<file path="config.mk">
export PLATFORM = sky130hd
export DESIGN_NAME = rtc_control
export DESIGN_NICKNAME = d
export VERILOG_FILES = /design/src/rtc_pkg.sv /design/src/alarm_link_if.sv /design/src/alarm_compare.sv /design/src/rtc_control.sv
export SDC_FILE = /design/constraint.sdc
export NUM_CORES = 1
export LEC_CHECK = 0
export BUFFER_PORTS_ARGS = -buffer_cell sky130_fd_sc_hd__buf_2
export CAP_MARGIN = 20
export CORE_UTILIZATION = 45
export CTS_BUF_LIST = sky130_fd_sc_hd__clkbuf_4
export CTS_CLUSTER_SIZE = 20
export DETAILED_ROUTE_END_ITERATION = 10
export PLACE_DENSITY = 0.73
export SLEW_MARGIN = 20
export SYNTH_ARGS = -nofsm -noshare
export SYNTH_HDL_FRONTEND = slang
export SYNTH_SLANG_ARGS = --single-unit
</file>
<file path="constraint.sdc">
create_clock -name REF_CLK_I -period 2.7 [get_ports REF_CLK_I]
set_clock_uncertainty 0.15 [all_clocks]
set_input_delay 0.81 -clock REF_CLK_I [delete_from_list [all_inputs] [get_ports REF_CLK_I]]
set_output_delay 0.81 -clock REF_CLK_I [all_outputs]
set_load 0.1 [all_outputs]
</file>
<file path="src/rtc_pkg.sv">
// Register map, field layout, reset values and counts of the calendar clock control block
package rtc_pkg;

  // ----------------------------------------------------------------
  // Register byte addresses
  // ----------------------------------------------------------------
  localparam logic [31:0] FLAGS_ADDR = 32'hE002_4000;
  localparam logic [31:0] TICK_COUNT_ADDR = 32'hE002_4004;
  localparam logic [31:0] CONTROL_ADDR = 32'hE002_4008;
  localparam logic [31:0] IRQ_ENABLE_ADDR = 32'hE002_400C;
  localparam logic [31:0] MASK_ADDR = 32'hE002_4010;
  localparam logic [31:0] PACKED_TIME_LOW_ADDR = 32'hE002_4014;
  localparam logic [31:0] PACKED_DATE_ADDR = 32'hE002_4018;
  localparam logic [31:0] PACKED_YEAR_DAY_ADDR = 32'hE002_401C;

  // ----------------------------------------------------------------
  // Bus constants
  // ----------------------------------------------------------------
  localparam logic [2:0] WORD_SIZE = 3'h2;

  // ----------------------------------------------------------------
  // Tick divider control fields
  // ----------------------------------------------------------------
  localparam int CONTROL_W = 5;
  localparam int RUN_ENABLE_BIT = 0;
  localparam int TICK_CLEAR_BIT = 1;
  localparam int TEST_FIELD_LSB = 2;
  localparam int TEST_FIELD_W = 2;
  localparam int SOURCE_SELECT_BIT = 4;

  // ----------------------------------------------------------------
  // Interrupt source flags
  // ----------------------------------------------------------------
  localparam int FLAGS_W = 2;
  localparam int FLAG_INC_BIT = 0;
  localparam int FLAG_ALARM_BIT = 1;

  // ----------------------------------------------------------------
  // Counter order, widths and packed positions
  // ----------------------------------------------------------------
  localparam int COUNTERS = 8;
  localparam int VALUE_W = 12;
  localparam int SEC_W = 6;
  localparam int MIN_W = 6;
  localparam int HOUR_W = 5;
  localparam int DOM_W = 5;
  localparam int DOW_W = 3;
  localparam int DOY_W = 9;
  localparam int MON_W = 4;
  localparam int YEAR_W = 12;
  localparam int SEC_LSB = 0;
  localparam int MIN_LSB = 8;
  localparam int HOUR_LSB = 16;
  localparam int DOW_LSB = 24;
  localparam int DOM_LSB = 0;
  localparam int MON_LSB = 8;
  localparam int YEAR_LSB = 16;
  localparam int DOY_LSB = 0;

  // ----------------------------------------------------------------
  // Sub-second tick counter and reset values
  // ----------------------------------------------------------------
  localparam int TICK_W = 15;
  localparam int TICK_LSB = 1;
  localparam logic [14:0] TICK_LAST = 15'h7FFF;
  localparam logic [4:0] CONTROL_RESET = 5'h00;
  localparam logic [7:0] IRQ_ENABLE_RESET = 8'h00;
  localparam logic [7:0] MASK_RESET = 8'h00;

  typedef logic [11:0] value_t;

endpackage : rtc_pkg

</file>
<file path="src/alarm_link_if.sv">
// Carrier between the control block and its alarm comparator
`timescale 1ns/1ns
interface alarm_link_if;
  rtc_pkg::value_t now_val [rtc_pkg::COUNTERS];
  rtc_pkg::value_t al_val [rtc_pkg::COUNTERS];
  logic [7:0] mask;
  logic match;
  logic rise;

  modport source (output now_val, output al_val, output mask, input match, input rise);
  modport cmp (input now_val, input al_val, input mask, output match, output rise);
endinterface : alarm_link_if

</file>
<file path="src/alarm_compare.sv">
// Masked alarm compare with mismatch-to-match edge detection
`timescale 1ns/1ns
module alarm_compare (
  input wire logic clk_i,
  input wire logic rst_n_i,
  alarm_link_if.cmp lnk
);

  logic [7:0] differ;
  logic match;
  logic prev_match;
  logic next_prev_match;

  // Per-counter compare; masked counters never block the match unless all eight are masked
  always_comb begin
    for (int i = 0; i < rtc_pkg::COUNTERS; i++) begin
      differ[i] = lnk.now_val[i] != lnk.al_val[i];
    end
    match = ((differ & ~lnk.mask) == 8'h00) && !(&lnk.mask);
    next_prev_match = match;
  end

  assign lnk.match = match;
  assign lnk.rise = match && !prev_match;

  // Previous compare result
  always_ff @(posedge clk_i or negedge rst_n_i) begin
    if (!rst_n_i) begin
      prev_match <= 1'b0;
    end else begin
      prev_match <= next_prev_match;
    end
  end
endmodule : alarm_compare

</file>
<file path="src/rtc_control.sv">
// Calendar clock control, interrupt flags, alarm mask and packed time readout
`timescale 1ns/1ns
//
// Overview of operation
// - Run enable one lets time counters advance
// - Tick clear holds tick counter at zero
// - Source select picks prescaler or slow oscillator
// - Tick divider control register is five bits
// - Enabled counter increments raise increment interrupt
// - Increment flag stays until written one
// - Alarm matches when unmasked counters all equal
// - Alarm fires only on mismatch-to-match edge
// - Alarm flag stays until written one
// - Mask bit one excludes that counter
// - All mask bits set disables alarm
// - Packed time words are read only
// - Word zero: seconds, minutes, hours, week day
// - Word one: month day, month, year
// - Reserved packed bits undefined; software writes zero
// - Writing one clears flag, zero leaves it
// - Word two: year day in bits 8:0
// - Alarm flag set on entry into match; increment flag set in every cycle with an enabled increment
module rtc_control (
  input wire logic REF_CLK_I,
  input wire logic RST_N_I,
  input wire logic HSEL_I,
  input wire logic [31:0] HADDR_I,
  input wire logic [1:0] HTRANS_I,
  input wire logic HWRITE_I,
  input wire logic [2:0] HSIZE_I,
  input wire logic [31:0] HWDATA_I,
  input wire logic HREADY_I,
  output logic [31:0] HRDATA_O,
  output logic HREADYOUT_O,
  output logic HRESP_O,
  input wire logic PRESCALE_TICK_I,
  input wire logic SLOW_OSC_INPUT_I,
  input wire logic [7:0] COUNTER_INCREMENT_I,
  input wire logic [5:0] SECONDS_I,
  input wire logic [5:0] MINUTES_I,
  input wire logic [4:0] HOURS_I,
  input wire logic [4:0] MONTH_DAY_I,
  input wire logic [2:0] WEEK_DAY_I,
  input wire logic [8:0] YEAR_DAY_I,
  input wire logic [3:0] MONTH_I,
  input wire logic [11:0] YEAR_I,
  input wire logic [5:0] ALARM_SECONDS_I,
  input wire logic [5:0] ALARM_MINUTES_I,
  input wire logic [4:0] ALARM_HOURS_I,
  input wire logic [4:0] ALARM_MONTH_DAY_I,
  input wire logic [2:0] ALARM_WEEK_DAY_I,
  input wire logic [8:0] ALARM_YEAR_DAY_I,
  input wire logic [3:0] ALARM_MONTH_I,
  input wire logic [11:0] ALARM_YEAR_I,
  output logic COUNTER_RUN_ENABLE_O,
  output logic SECOND_TICK_O,
  output logic [1:0] FACTORY_TEST_FIELD_O,
  output logic RTC_IRQ_O
);

  // ----------------------------------------------------------------
  // State
  // ----------------------------------------------------------------
  logic [31:0] addr;
  logic [31:0] next_addr;
  logic wr_pend;
  logic next_wr_pend;
  logic rd_pend;
  logic next_rd_pend;
  logic [31:0] rdata;
  logic [31:0] next_rdata;
  logic [rtc_pkg::CONTROL_W-1:0] control;
  logic [rtc_pkg::CONTROL_W-1:0] next_control;
  logic [7:0] irq_enable;
  logic [7:0] next_irq_enable;
  logic [7:0] mask;
  logic [7:0] next_mask;
  logic [rtc_pkg::FLAGS_W-1:0] flags;
  logic [rtc_pkg::FLAGS_W-1:0] next_flags;
  logic [rtc_pkg::TICK_W-1:0] tick;
  logic [rtc_pkg::TICK_W-1:0] next_tick;
  logic second;
  logic next_second;

  logic accept;
  logic inc_event;
  logic tick_en;
  logic [rtc_pkg::FLAGS_W-1:0] flag_clear;
  logic [31:0] read_value;
  logic [31:0] packed_time_low;
  logic [31:0] packed_date;
  logic [31:0] packed_year_day;

  alarm_link_if lnk ();

  // Address match used by the read mux, the write decode and the checks
  function automatic logic hit(input logic [31:0] a, input logic [31:0] t);
    return a == t;
  endfunction : hit

  // ----------------------------------------------------------------
  // Alarm comparator
  // ----------------------------------------------------------------
  assign lnk.now_val[0] = 12'(SECONDS_I);
  assign lnk.now_val[1] = 12'(MINUTES_I);
  assign lnk.now_val[2] = 12'(HOURS_I);
  assign lnk.now_val[3] = 12'(MONTH_DAY_I);
  assign lnk.now_val[4] = 12'(WEEK_DAY_I);
  assign lnk.now_val[5] = 12'(YEAR_DAY_I);
  assign lnk.now_val[6] = 12'(MONTH_I);
  assign lnk.now_val[7] = YEAR_I;
  assign lnk.al_val[0] = 12'(ALARM_SECONDS_I);
  assign lnk.al_val[1] = 12'(ALARM_MINUTES_I);
  assign lnk.al_val[2] = 12'(ALARM_HOURS_I);
  assign lnk.al_val[3] = 12'(ALARM_MONTH_DAY_I);
  assign lnk.al_val[4] = 12'(ALARM_WEEK_DAY_I);
  assign lnk.al_val[5] = 12'(ALARM_YEAR_DAY_I);
  assign lnk.al_val[6] = 12'(ALARM_MONTH_I);
  assign lnk.al_val[7] = ALARM_YEAR_I;
  assign lnk.mask = mask;

  alarm_compare u_alarm (
    .clk_i(REF_CLK_I),
    .rst_n_i(RST_N_I),
    .lnk(lnk.cmp)
  );

  // ----------------------------------------------------------------
  // Packed time words, reserved bits read as zero
  // ----------------------------------------------------------------
  always_comb begin
    packed_time_low = 32'h0000_0000;
    packed_date = 32'h0000_0000;
    packed_year_day = 32'h0000_0000;
    packed_time_low[rtc_pkg::SEC_LSB +: rtc_pkg::SEC_W] = SECONDS_I;
    packed_time_low[rtc_pkg::MIN_LSB +: rtc_pkg::MIN_W] = MINUTES_I;
    packed_time_low[rtc_pkg::HOUR_LSB +: rtc_pkg::HOUR_W] = HOURS_I;
    packed_time_low[rtc_pkg::DOW_LSB +: rtc_pkg::DOW_W] = WEEK_DAY_I;
    packed_date[rtc_pkg::DOM_LSB +: rtc_pkg::DOM_W] = MONTH_DAY_I;
    packed_date[rtc_pkg::MON_LSB +: rtc_pkg::MON_W] = MONTH_I;
    packed_date[rtc_pkg::YEAR_LSB +: rtc_pkg::YEAR_W] = YEAR_I;
    packed_year_day[rtc_pkg::DOY_LSB +: rtc_pkg::DOY_W] = YEAR_DAY_I;
  end

  // Read mux; unmapped addresses read zero
  always_comb begin
    read_value = 32'h0000_0000;
    if (hit(addr, rtc_pkg::FLAGS_ADDR)) begin
      read_value = 32'(flags);
    end else if (hit(addr, rtc_pkg::TICK_COUNT_ADDR)) begin
      read_value = 32'(tick) << rtc_pkg::TICK_LSB;
    end else if (hit(addr, rtc_pkg::CONTROL_ADDR)) begin
      read_value = 32'(control);
    end else if (hit(addr, rtc_pkg::IRQ_ENABLE_ADDR)) begin
      read_value = 32'(irq_enable);
    end else if (hit(addr, rtc_pkg::MASK_ADDR)) begin
      read_value = 32'(mask);
    end else if (hit(addr, rtc_pkg::PACKED_TIME_LOW_ADDR)) begin
      read_value = packed_time_low;
    end else if (hit(addr, rtc_pkg::PACKED_DATE_ADDR)) begin
      read_value = packed_date;
    end else if (hit(addr, rtc_pkg::PACKED_YEAR_DAY_ADDR)) begin
      read_value = packed_year_day;
    end
  end

  // ----------------------------------------------------------------
  // Bus slave: writes take no wait, reads take one wait state
  // ----------------------------------------------------------------
  always_comb begin
    accept = HSEL_I && HTRANS_I[1] && HREADY_I;
    next_addr = accept ? HADDR_I : addr;
    next_wr_pend = accept && HWRITE_I && (HSIZE_I == rtc_pkg::WORD_SIZE);
    next_rd_pend = accept && !HWRITE_I;
    next_rdata = rd_pend ? read_value : rdata;
  end

  always_ff @(posedge REF_CLK_I or negedge RST_N_I) begin
    if (!RST_N_I) begin
      addr <= 32'h0000_0000;
      wr_pend <= 1'b0;
      rd_pend <= 1'b0;
      rdata <= 32'h0000_0000;
    end else begin
      addr <= next_addr;
      wr_pend <= next_wr_pend;
      rd_pend <= next_rd_pend;
      rdata <= next_rdata;
    end
  end

  assign HREADYOUT_O = !rd_pend;
  assign HRESP_O = 1'b0;
  assign HRDATA_O = rdata;

  // ----------------------------------------------------------------
  // Control registers and interrupt source flags
  // ----------------------------------------------------------------
  always_comb begin
    next_control = control;
    next_irq_enable = irq_enable;
    next_mask = mask;
    flag_clear = '0;
    // Packed words have no write path
    if (wr_pend) begin
      if (hit(addr, rtc_pkg::CONTROL_ADDR)) begin
        next_control = HWDATA_I[rtc_pkg::CONTROL_W-1:0];
      end
      if (hit(addr, rtc_pkg::IRQ_ENABLE_ADDR)) begin
        next_irq_enable = HWDATA_I[7:0];
      end
      if (hit(addr, rtc_pkg::MASK_ADDR)) begin
        next_mask = HWDATA_I[7:0];
      end
      if (hit(addr, rtc_pkg::FLAGS_ADDR)) begin
        flag_clear = HWDATA_I[rtc_pkg::FLAGS_W-1:0];
      end
    end
    inc_event = |(COUNTER_INCREMENT_I & irq_enable);
    // A new event wins over a clear in the same cycle
    next_flags[rtc_pkg::FLAG_INC_BIT] = inc_event ||
      (flags[rtc_pkg::FLAG_INC_BIT] && !flag_clear[rtc_pkg::FLAG_INC_BIT]);
    next_flags[rtc_pkg::FLAG_ALARM_BIT] = lnk.rise ||
      (flags[rtc_pkg::FLAG_ALARM_BIT] && !flag_clear[rtc_pkg::FLAG_ALARM_BIT]);
  end

  always_ff @(posedge REF_CLK_I or negedge RST_N_I) begin
    if (!RST_N_I) begin
      control <= rtc_pkg::CONTROL_RESET;
      irq_enable <= rtc_pkg::IRQ_ENABLE_RESET;
      mask <= rtc_pkg::MASK_RESET;
      flags <= '0;
    end else begin
      control <= next_control;
      irq_enable <= next_irq_enable;
      mask <= next_mask;
      flags <= next_flags;
    end
  end

  assign COUNTER_RUN_ENABLE_O = control[rtc_pkg::RUN_ENABLE_BIT];
  assign FACTORY_TEST_FIELD_O = control[rtc_pkg::TEST_FIELD_LSB +: rtc_pkg::TEST_FIELD_W];
  assign RTC_IRQ_O = |flags;

  // ----------------------------------------------------------------
  // Sub-second tick counter and seconds strobe
  // ----------------------------------------------------------------
  always_comb begin
    tick_en = control[rtc_pkg::SOURCE_SELECT_BIT] ? SLOW_OSC_INPUT_I : PRESCALE_TICK_I;
    next_tick = tick;
    next_second = 1'b0;
    if (control[rtc_pkg::TICK_CLEAR_BIT]) begin
      next_tick = '0;
    end else if (control[rtc_pkg::RUN_ENABLE_BIT] && tick_en) begin
      next_tick = tick + 15'h0001;
      next_second = tick == rtc_pkg::TICK_LAST;
    end
  end

  always_ff @(posedge REF_CLK_I or negedge RST_N_I) begin
    if (!RST_N_I) begin
      tick <= '0;
      second <= 1'b0;
    end else begin
      tick <= next_tick;
      second <= next_second;
    end
  end

  assign SECOND_TICK_O = second;
endmodule : rtc_control

</file>
==> results of run 1 <==
-- routing by layer --
metal | vias to the layer above | GRT usage | wire [um]
li1 | 2178 | - | -
met1 | 2327 | 0.318 | 6460
met2 | 226 | 0.450 | 7920
met3 | 27 | 0.0535 | 1080
met4 | 2 | 0.0764 | 327
met5 | - | 0 | 13
-- layout make-up --
cell class              instances  area (um2)  area share
well taps                     143         179      0.0263
multi-input cells             350        2770       0.406
inverters                       8        30.0     0.00441
clock inverters                 7        75.1      0.0110
flip-flops and latches        102        2550       0.375
repair buffers                212        1140       0.167
clock buffers                   9        67.6     0.00992
-- power groups by stage --
stage | Sequential, mW | Combinational, mW | Clock (mW)
2_1_floorplan | 1.77 | 0.484 | 0
3_3_place_gp | 1.76 | 0.801 | 0
3_5_place_dp | 1.77 | 0.814 | 0
4_1_cts | 1.74 | 0.818 | 0.839
5_1_grt | 1.76 | 0.885 | 0.902
6_report | 1.74 | 0.818 | 0.823
-- final timing paths --
check | endpoint | slack (ns) | depth (start not counted)
setup / recovery | RTC_IRQ_O | 0.20 | 2
hold / removal | HRDATA_O[19]$_DFFE_PN0P_ | 0.14 | 1
setup reg to reg | control[3]$_DFFE_PN0P_ | 0.28 | 6
hold reg to reg | HRDATA_O[25]$_DFFE_PN0P_ | 0.36 | 1
max in group asynchronous | addr[4]$_DFFE_PN0P_ | 1.59 | 2
min in group REF_CLK_I | rd_pend$_DFF_PN0_ | 0.35 | 2
-- per-stage QoR --
stage	worst slack, ns	hold slack [ns]	power, mW
after floorplan	0.00406	0.320	2.26
final	0.198	0.140	3.38
after global placement	0.141	0.319	2.56
after detailed placement	0.0915	0.323	2.58
after global routing	0.117	0.159	3.54
after CTS	0.179	0.152	3.40
-- cell usage after synthesis (all sizes together), types with 2 or more instances --
cell type	number	share of area
a21o	2	0.0027
a21oi	2	0.0018
a221o	3	0.0055
a22o	7	0.011
a22oi	18	0.025
a31o	2	0.0032
a31oi	3	0.0034
a32o	2	0.0037
and2	2	0.0023
and4	2	0.0032
buf	11	0.014
clkbuf	19	0.013
dfrtp	102	0.47
inv	8	0.0055
mux2	59	0.12
mux2i	5	0.0091
mux4	4	0.016
nand2	24	0.016
nand3	15	0.014
nand4	11	0.013
nand4b	3	0.0075
nor2	24	0.016
nor2b	6	0.0068
nor3	8	0.0073
nor4	18	0.024
nor4b	6	0.011
o211ai	4	0.0055
o21a	3	0.0041
o21ai	14	0.013
o2bb2ai	16	0.026
o31ai	2	0.0027
or2	2	0.0023
or3	2	0.0025
xnor2	28	0.045
xor2	36	0.058
-- logic make-up after synthesis --
| kind of cell | Yosys count | share of synthesized area |
|---|---|---|
| AND/OR/NAND/NOR | 127 | 0.133 |
| AO/OA/AOI/OAI | 85 | 0.118 |
| flip-flops | 102 | 0.466 |
| XOR/XNOR | 64 | 0.102 |
| adder cells (fa/ha/maj) | 1 | 0.00228 |
| other | 1 | 0.000684 |
| multiplexers | 68 | 0.147 |
| buffers and inverters | 38 | 0.0322 |
-- state kept, by name, summed over array words and instances, names as in the netlist --
register,flops
addr,32
irq_enable,8
HRDATA_O,28
control,5
rd_pend,1
lnk.mask,8
SECOND_TICK_O,1
tick,15
flags,2
wr_pend,1
u_alarm.prev_match,1
==> impl_metrics.toml, run 1 <==
[outcome]
outcome = "finished clean"

[place]
io_buffers = 192
dp_cells = 815
globalplace.congestion = 0.909
dp_hpwl_um = 12400
placed_area_um2 = 6670

[critical_path]
crit_type = "reg -> out"
crit_fanout = 3
timing.rr.start = "addr[16]$_DFFE_PN0P_"
arrival_ns = 1.54
endpoint_kind = "output port"
worstPathRequired_ns = 1.74
crit_start = "flags[0]$_DFF_PN0_"
cp_cell_sequence = "or2_2, buf_2"
critPathBufInv = 1
critical_path.max_stage_delay_ns = 0.46
critical-path-slowest-cell = "dfrtp_1"
path_delay_family = "flip-flops"
startpoint_type = "flip-flop"

[sta]
setup_violations = 0
fin_crit_sh = 0.927
slew_headroom = 0.497
max_freq_mhz = 400
tns_ns = 0
fin_crit_ns = 2.50
hold_violations = 0
maxSlewViolCount = 0
worst_slew_pin_slew_ns = 0.755
rsz0062_at_grt = "false"

[global_route]
antenna_found_initial = 1
grt_max_degree = 47
grt_pass1_vias = 4772
grt_usage = 0.256
overflow = 0
grt_pass1_wl_um = 25000

[layout]
layout.cells.non_filler = 831
fin_area_um2 = 6810
diodes = 0
layout_common_cells = "buf_2 (190), dfrtp_1 (102), mux2_2 (59)"
fin_nets = 868
final_common_cell = "buf_2"
fin_util = 0.584
drive_above_1_share = 0.436
fill_cells = 1007
synthToLayoutAreaGrowth_pct = 24.3

[clock_tree]
worstSkewPairLatency_ns = 0.48
clockBufferDepth = 2
cts_repair_resize_count = 0
numCtsBuffers = 9
path_clk_slew_ns = 0.20
cts-root-buf = "clkbuf_4"
post_cts_buffers = 0
cts_tree = "done"
htree_levels = 3
cts_num_sinks = 102
ctsHoldBuffers = 0

[power_and_ir_drop]
p_leak_nw = 3.23
seqPwrFrac = 0.515
internal-power_mw = 2.23
pwr-share-comb = 0.242
p_switching_mw = 1.15
power_density_nw_per_um2 = 496
ir_drop_uv = 286
swShare = 0.341
p_clk_frac = 0.243

[floorplanning]
fp.dieArea_um2 = 12600
dieHeight_um = 112
rows = 39
core-area_um2 = 11700
ioPinCount = 223
start_util = 0.470
die_w_um = 112

[logic_synthesis]
seq_area_frac_synth = 0.466
synth_edf_count = 0
synth_area_um2 = 5480
synth_flop_cell = "dfrtp_1"
syn-mean-instance-area_um2 = 11.3
synth_cells = 486
ys_ff_latch = 102
ys_warn_count = 0
synthArstFlopShare = 1.00
synth.distinct_cells = 55

[drt]
wirelength_um = 15800
drt_iter0_drc = 266
drc_errors = 0
drtPass1Iterations = 5
via_per_inst = 5.73
drtAntennaViolNets = 0
vias = 4760
wl_per_cell_um = 19.0

[hold_path]
min_path_type = "in -> async"

[run]
maxCapViolations = 0
No activity file was read; power rests on OpenSTA's default activity.
==> run 2: changes to the inputs <==
--- a/config.mk
+++ b/config.mk
@@ -5,13 +5,14 @@
 export SDC_FILE = /design/constraint.sdc
 export NUM_CORES = 1
 export LEC_CHECK = 0
+export ABC_AREA = 1
 export BUFFER_PORTS_ARGS = -buffer_cell sky130_fd_sc_hd__buf_2
 export CAP_MARGIN = 20
 export CORE_UTILIZATION = 45
 export CTS_BUF_LIST = sky130_fd_sc_hd__clkbuf_4
 export CTS_CLUSTER_SIZE = 20
 export DETAILED_ROUTE_END_ITERATION = 10
-export PLACE_DENSITY = 0.73
+export PLACE_DENSITY = 0.72
 export SLEW_MARGIN = 20
 export SYNTH_ARGS = -nofsm -noshare
 export SYNTH_HDL_FRONTEND = slang
==> impl_metrics.toml, run 2 <==
[logic_synthesis]
seq_area_frac_synth = 0.430
syn-mean-instance-area_um2 = 8.28
yosysTopAreaCellShare = 0.430
synth_edf_count = 0
synth.distinct_cells = 49
synth_flop_cell = "dfrtp_1"
synth_top_cell_by_area = "dfrtp_1"
synthArstFlopShare = 1.00
synthTopCellsByCount = "nand2_1 (158), dfrtp_1 (102), inv_1 (62), nor2_1 (61), nand3_1 (44)"
synth_cells = 716
ys_ff_latch = 102
synth_area_um2 = 5930
synth_area_leaders = "dfrtp_1 (43%), nand2_1 (10%), xor2_1 (4.3%), inv_1 (3.9%), nor2_1 (3.9%)"
ys_warn_count = 0
yosys.cell_count.top_type = "nand2_1"

[sta]
fin_crit_sh = 0.909
tns_ns = 0
fin_crit_ns = 2.46
maxSlewViolCount = 0
slew_headroom = 0.586
hold_violations = 0
max_freq_mhz = 407
setup_violations = 0
rsz0062_at_grt = "false"
worst_slew_pin_slew_ns = 0.621

[layout]
multi_input_area_um2 = 2960
regArea_um2 = 2550
fin_nets = 1094
layout_common_cells = "buf_2 (190), nand2_1 (158), dfrtp_1 (102)"
largest_reg_flops = 32
synthToLayoutAreaGrowth_pct = 22.3
final_common_cell = "buf_2"
regMostFlops = "addr"
fill_cells = 1218
drive_above_1_share = 0.326
layout.cells.non_filler = 1088

[drt]
routed-wl-met2_um = 8020
drtAntennaViolNets = 0
wl_met3_um = 1170
wirelength_um = 16800
wl_met1_um = 7160
wl_per_cell_um = 15.4
drc_errors = 0
vias = 5507
top_layer = "met4"
via_per_inst = 5.06
drt_iter0_drc = 404
drtPass1Iterations = 5

[power_and_ir_drop]
p_leak_nw = 3.82
power_density_nw_per_um2 = 455
p_total_mw = 3.30
ir_drop_uv = 368

[clock_tree]
htree_levels = 3
cts_tree = "done"
cts-root-buf = "clkbuf_4"
path_clk_slew_ns = 0.16
post_cts_buffers = 0
numCtsBuffers = 9
ctsHoldBuffers = 0
worstSkewPairLatency_ns = 0.48
cts_repair_resize_count = 0
clockBufferDepth = 2
cts_num_sinks = 102

[floorplanning]
start_util = 0.466
ioPinCount = 223
die_w_um = 117
rows = 41
core-area_um2 = 12700
dieHeight_um = 117
fp.dieArea_um2 = 13600

[critical_path]
crit_fanout = 3
crit_type = "reg -> out"
worstPathRequired_ns = 1.74
endpoint_kind = "output port"
crit_start = "flags[1]$_DFF_PN0_"
rrSetupSlack_ns = 0.48
r2r_end = "lnk.mask[2]$_DFFE_PN0P_"
startpoint_type = "flip-flop"
arrival_ns = 1.50
timing.rr.start = "addr[1]$_DFFE_PN0P_"
reg2regPathDepth = 8

[hold_path]
min_path_type = "in -> async"

[global_route]
grt_usage = 0.259
grt_pass1_wl_um = 26300
grt_max_degree = 46
antenna_found_initial = 2
overflow = 0
grt_pass1_vias = 5200

[outcome]
outcome = "finished clean"

[place]
dp_hpwl_um = 13600
dp_cells = 1070
io_buffers = 192
globalplace.congestion = 0.874

[run]
maxCapViolations = 0
## run 2: area by class of cell
cell class                      instances  area share
Antenna cell                            2    0.000690
Clock buffer                           10      0.0104
Clock inverter                          6     0.00932
Inverter                               76      0.0394
Multi-Input combinational cell        516       0.408
Sequential cell                       102       0.352
Tap cell                              172      0.0297
Timing Repair Buffer                  204       0.151
## run 2: critical path: stages (launching register included)
cell and delay, ns:
dfrtp_1 0.42, or2_2 0.31, buf_2 0.30
## run 2: stage by stage
step / instance area (um2) / util / hold slack, ns / setup slack, ns
2_1_floorplan: 5950 / - / 0.306 / 0.407
3_3_place_gp: 7100 / 0.558 / 0.307 / 0.349
3_5_place_dp: 7100 / 0.558 / 0.317 / 0.310
4_1_cts: 7240 / 0.569 / 0.165 / 0.211
5_1_grt: 7250 / 0.570 / 0.177 / 0.158
6_report: 7250 / 0.570 / 0.177 / 0.244
## run 2: report_power, final
part / internal [mW] / switching, mW / leakage, nW
Clock: 0.300 / 0.544 / 0.0787
Combinational: 0.249 / 0.516 / 2.53
Sequential: 1.63 / 0.0585 / 1.21
## run 2: kinds of logic after synthesis
| family | share of synthesized area |
|---|---|
| other cells | 0.000632 |
| mux | 0.0247 |
| flops | 0.430 |
| buf+inv | 0.0745 |
| xor+xnor | 0.0679 |
| fa+ha+maj | 0.00211 |
| compound gates | 0.131 |
| simple gates | 0.268 |
## run 2: worst max-delay path by stage
stage | depth (start not counted) | end | slack, ns
floorplan | 3 | HREADYOUT_O | 0.41
CTS | 2 | RTC_IRQ_O | 0.21
global placement | 13 | tick[11]$_DFFE_PN0P_ | 0.35
global route | 2 | RTC_IRQ_O | 0.16
finish | 2 | RTC_IRQ_O | 0.24
detailed placement | 13 | tick[11]$_DFFE_PN0P_ | 0.31
## run 2: metal layers
layer	vias up	track usage
met3	28	0.0453
met5	-	0
li1	2739	-
met1	2522	0.328
met4	0	0.109
met2	218	0.441
==> run 3: changes to the inputs <==
--- a/config.mk
+++ b/config.mk
@@ -13,6 +13,7 @@
 export CTS_CLUSTER_SIZE = 20
 export DETAILED_ROUTE_END_ITERATION = 10
 export PLACE_DENSITY = 0.72
+export REMOVE_ABC_BUFFERS = 1
 export SLEW_MARGIN = 20
 export SYNTH_ARGS = -nofsm -noshare
 export SYNTH_HDL_FRONTEND = slang
==> impl_metrics.toml, run 3 (synthesized netlist as in run 2, its figures left out) <==
[critical_path]
critPathBufInv = 1
rrSetupSlack_ns = 0.51
crit_fanout = 3
cp_cell_sequence = "or2_2, buf_2"
arrival_ns = 1.50
worstPathRequired_ns = 1.74
critical-path-slowest-cell = "dfrtp_1"
critical_path.max_stage_delay_ns = 0.42
startpoint_type = "flip-flop"
crit_type = "reg -> out"
endpoint_kind = "output port"
path_delay_family = "flip-flops"

[clock_tree]
post_cts_buffers = 0
cts_tree = "done"
numCtsBuffers = 9
ctsHoldBuffers = 1
htree_levels = 3
cts_num_sinks = 102
path_clk_slew_ns = 0.16
cts-root-buf = "clkbuf_4"
cts_repair_resize_count = 0
clockBufferDepth = 2
worstSkewPairLatency_ns = 0.47

[sta]
max_freq_mhz = 407
setup_violations = 0
tns_ns = 0
fin_crit_ns = 2.46
fin_crit_sh = 0.910
worst_slew_pin_slew_ns = 0.591
maxSlewViolCount = 0
slew_headroom = 0.605
hold_violations = 0
rsz0062_at_grt = "false"
setup_slack_ns = 0.244

[place]
dp_slack_ns = 0.301
io_buffers = 192
dp_hpwl_um = 12800
globalplace.congestion = 0.886

[drt]
drt_iter0_drc = 406
wirelength_um = 16100
via_per_inst = 5.07
vias = 5477
drtAntennaViolNets = 0
drtPass1Iterations = 5
wl_per_cell_um = 14.9
drc_errors = 0

[global_route]
grt_max_degree = 66
grt_pass1_wl_um = 25400
grt_pass1_vias = 5189
antenna_found_initial = 0
grt_usage = 0.249
overflow = 0

[power_and_ir_drop]
ir_drop_uv = 390
pwr-share-comb = 0.241
swShare = 0.345
internal-power_mw = 2.06
seqPwrFrac = 0.538
p_switching_mw = 1.08
p_clk_frac = 0.221
power_density_nw_per_um2 = 439
p_leak_nw = 3.78

[layout]
final_common_cell = "buf_2"
synthToLayoutAreaGrowth_pct = 20.9
fin_nets = 1090
largest_reg_flops = 32
regMostFlops = "addr"
diodes = 0
layout_common_cells = "buf_2 (190), nand2_1 (158), dfrtp_1 (102)"
drive_above_1_share = 0.320
fill_cells = 1267

[outcome]
outcome = "finished clean"

[floorplanning]
rows = 41
start_util = 0.466
ioPinCount = 223
fp.dieArea_um2 = 13600
core-area_um2 = 12700
die_w_um = 117
dieHeight_um = 117

[run]
maxCapViolations = 0

[hold_path]
min_path_type = "in -> reg"
[run 3: changes by cell type in the layout (fill, tap and decap cells not counted), sizes merged]
cell,before,now
clkbuf,10,9
clkinv,2,4
bufinv,1,0
inv,78,77
dlygate4sd3,0,1
buf,204,199
diode,2,0
[run 3: power by group through the flow]
stage / Sequential, mW / Combinational [mW] / Clock, mW
6_report: 1.69 / 0.758 / 0.697
5_1_grt: 1.71 / 0.826 / 0.779
4_1_cts: 1.69 / 0.766 / 0.722
3_5_place_dp: 1.72 / 0.763 / 0
3_3_place_gp: 1.72 / 0.752 / 0
2_1_floorplan: 1.89 / 0.308 / 0
[run 3: metrics by stage]
step                utilization  area (um2)  power, mW  cells  hold WS, ns
floorplan                     -        5790       2.20    694        0.306
global placement          0.554        7050       2.47   1065        0.308
detailed placement        0.554        7050       2.49   1065        0.310
CTS                       0.563        7170       3.18   1081        0.296
global route              0.563        7170       3.31   1081        0.310
finish                    0.563        7170       3.15   1081        0.338
[run 3: worst paths after layout]
path / to / startpoint / depth (start not counted)
hold reg to reg: HRDATA_O[3]$_DFFE_PN0P_ / HRDATA_O[3]$_DFFE_PN0P_ / 2
max in group asynchronous: HRDATA_O[25]$_DFFE_PN0P_ / RST_N_I / 3
min in group asynchronous: HRDATA_O[11]$_DFFE_PN0P_ / RST_N_I / 2
hold / removal: rd_pend$_DFF_PN0_ / HWRITE_I / 2
setup reg to reg: HRDATA_O[21]$_DFFE_PN0P_ / addr[9]$_DFFE_PN0P_ / 12
setup / recovery: RTC_IRQ_O / flags[1]$_DFF_PN0_ / 2
[run 3: routing by layer]
metal	GRT usage	vias up	share of wire
met5	0	-	0
met4	0.105	0	0.026
met3	0.0479	31	0.071
met2	0.428	206	0.49
met1	0.306	2514	0.42
li1	-	2726	-
[run 3: final cells by class]
class                   instances  area [um2]  share of cell area
well taps                     172         215              0.0300
inverters                      76         285              0.0398
clock inverters                 6        38.8             0.00541
clock buffers                   9        67.6             0.00943
multi-input cells             516        2960               0.412
repair buffers                200        1050               0.147
flip-flops and latches        102        2550               0.356
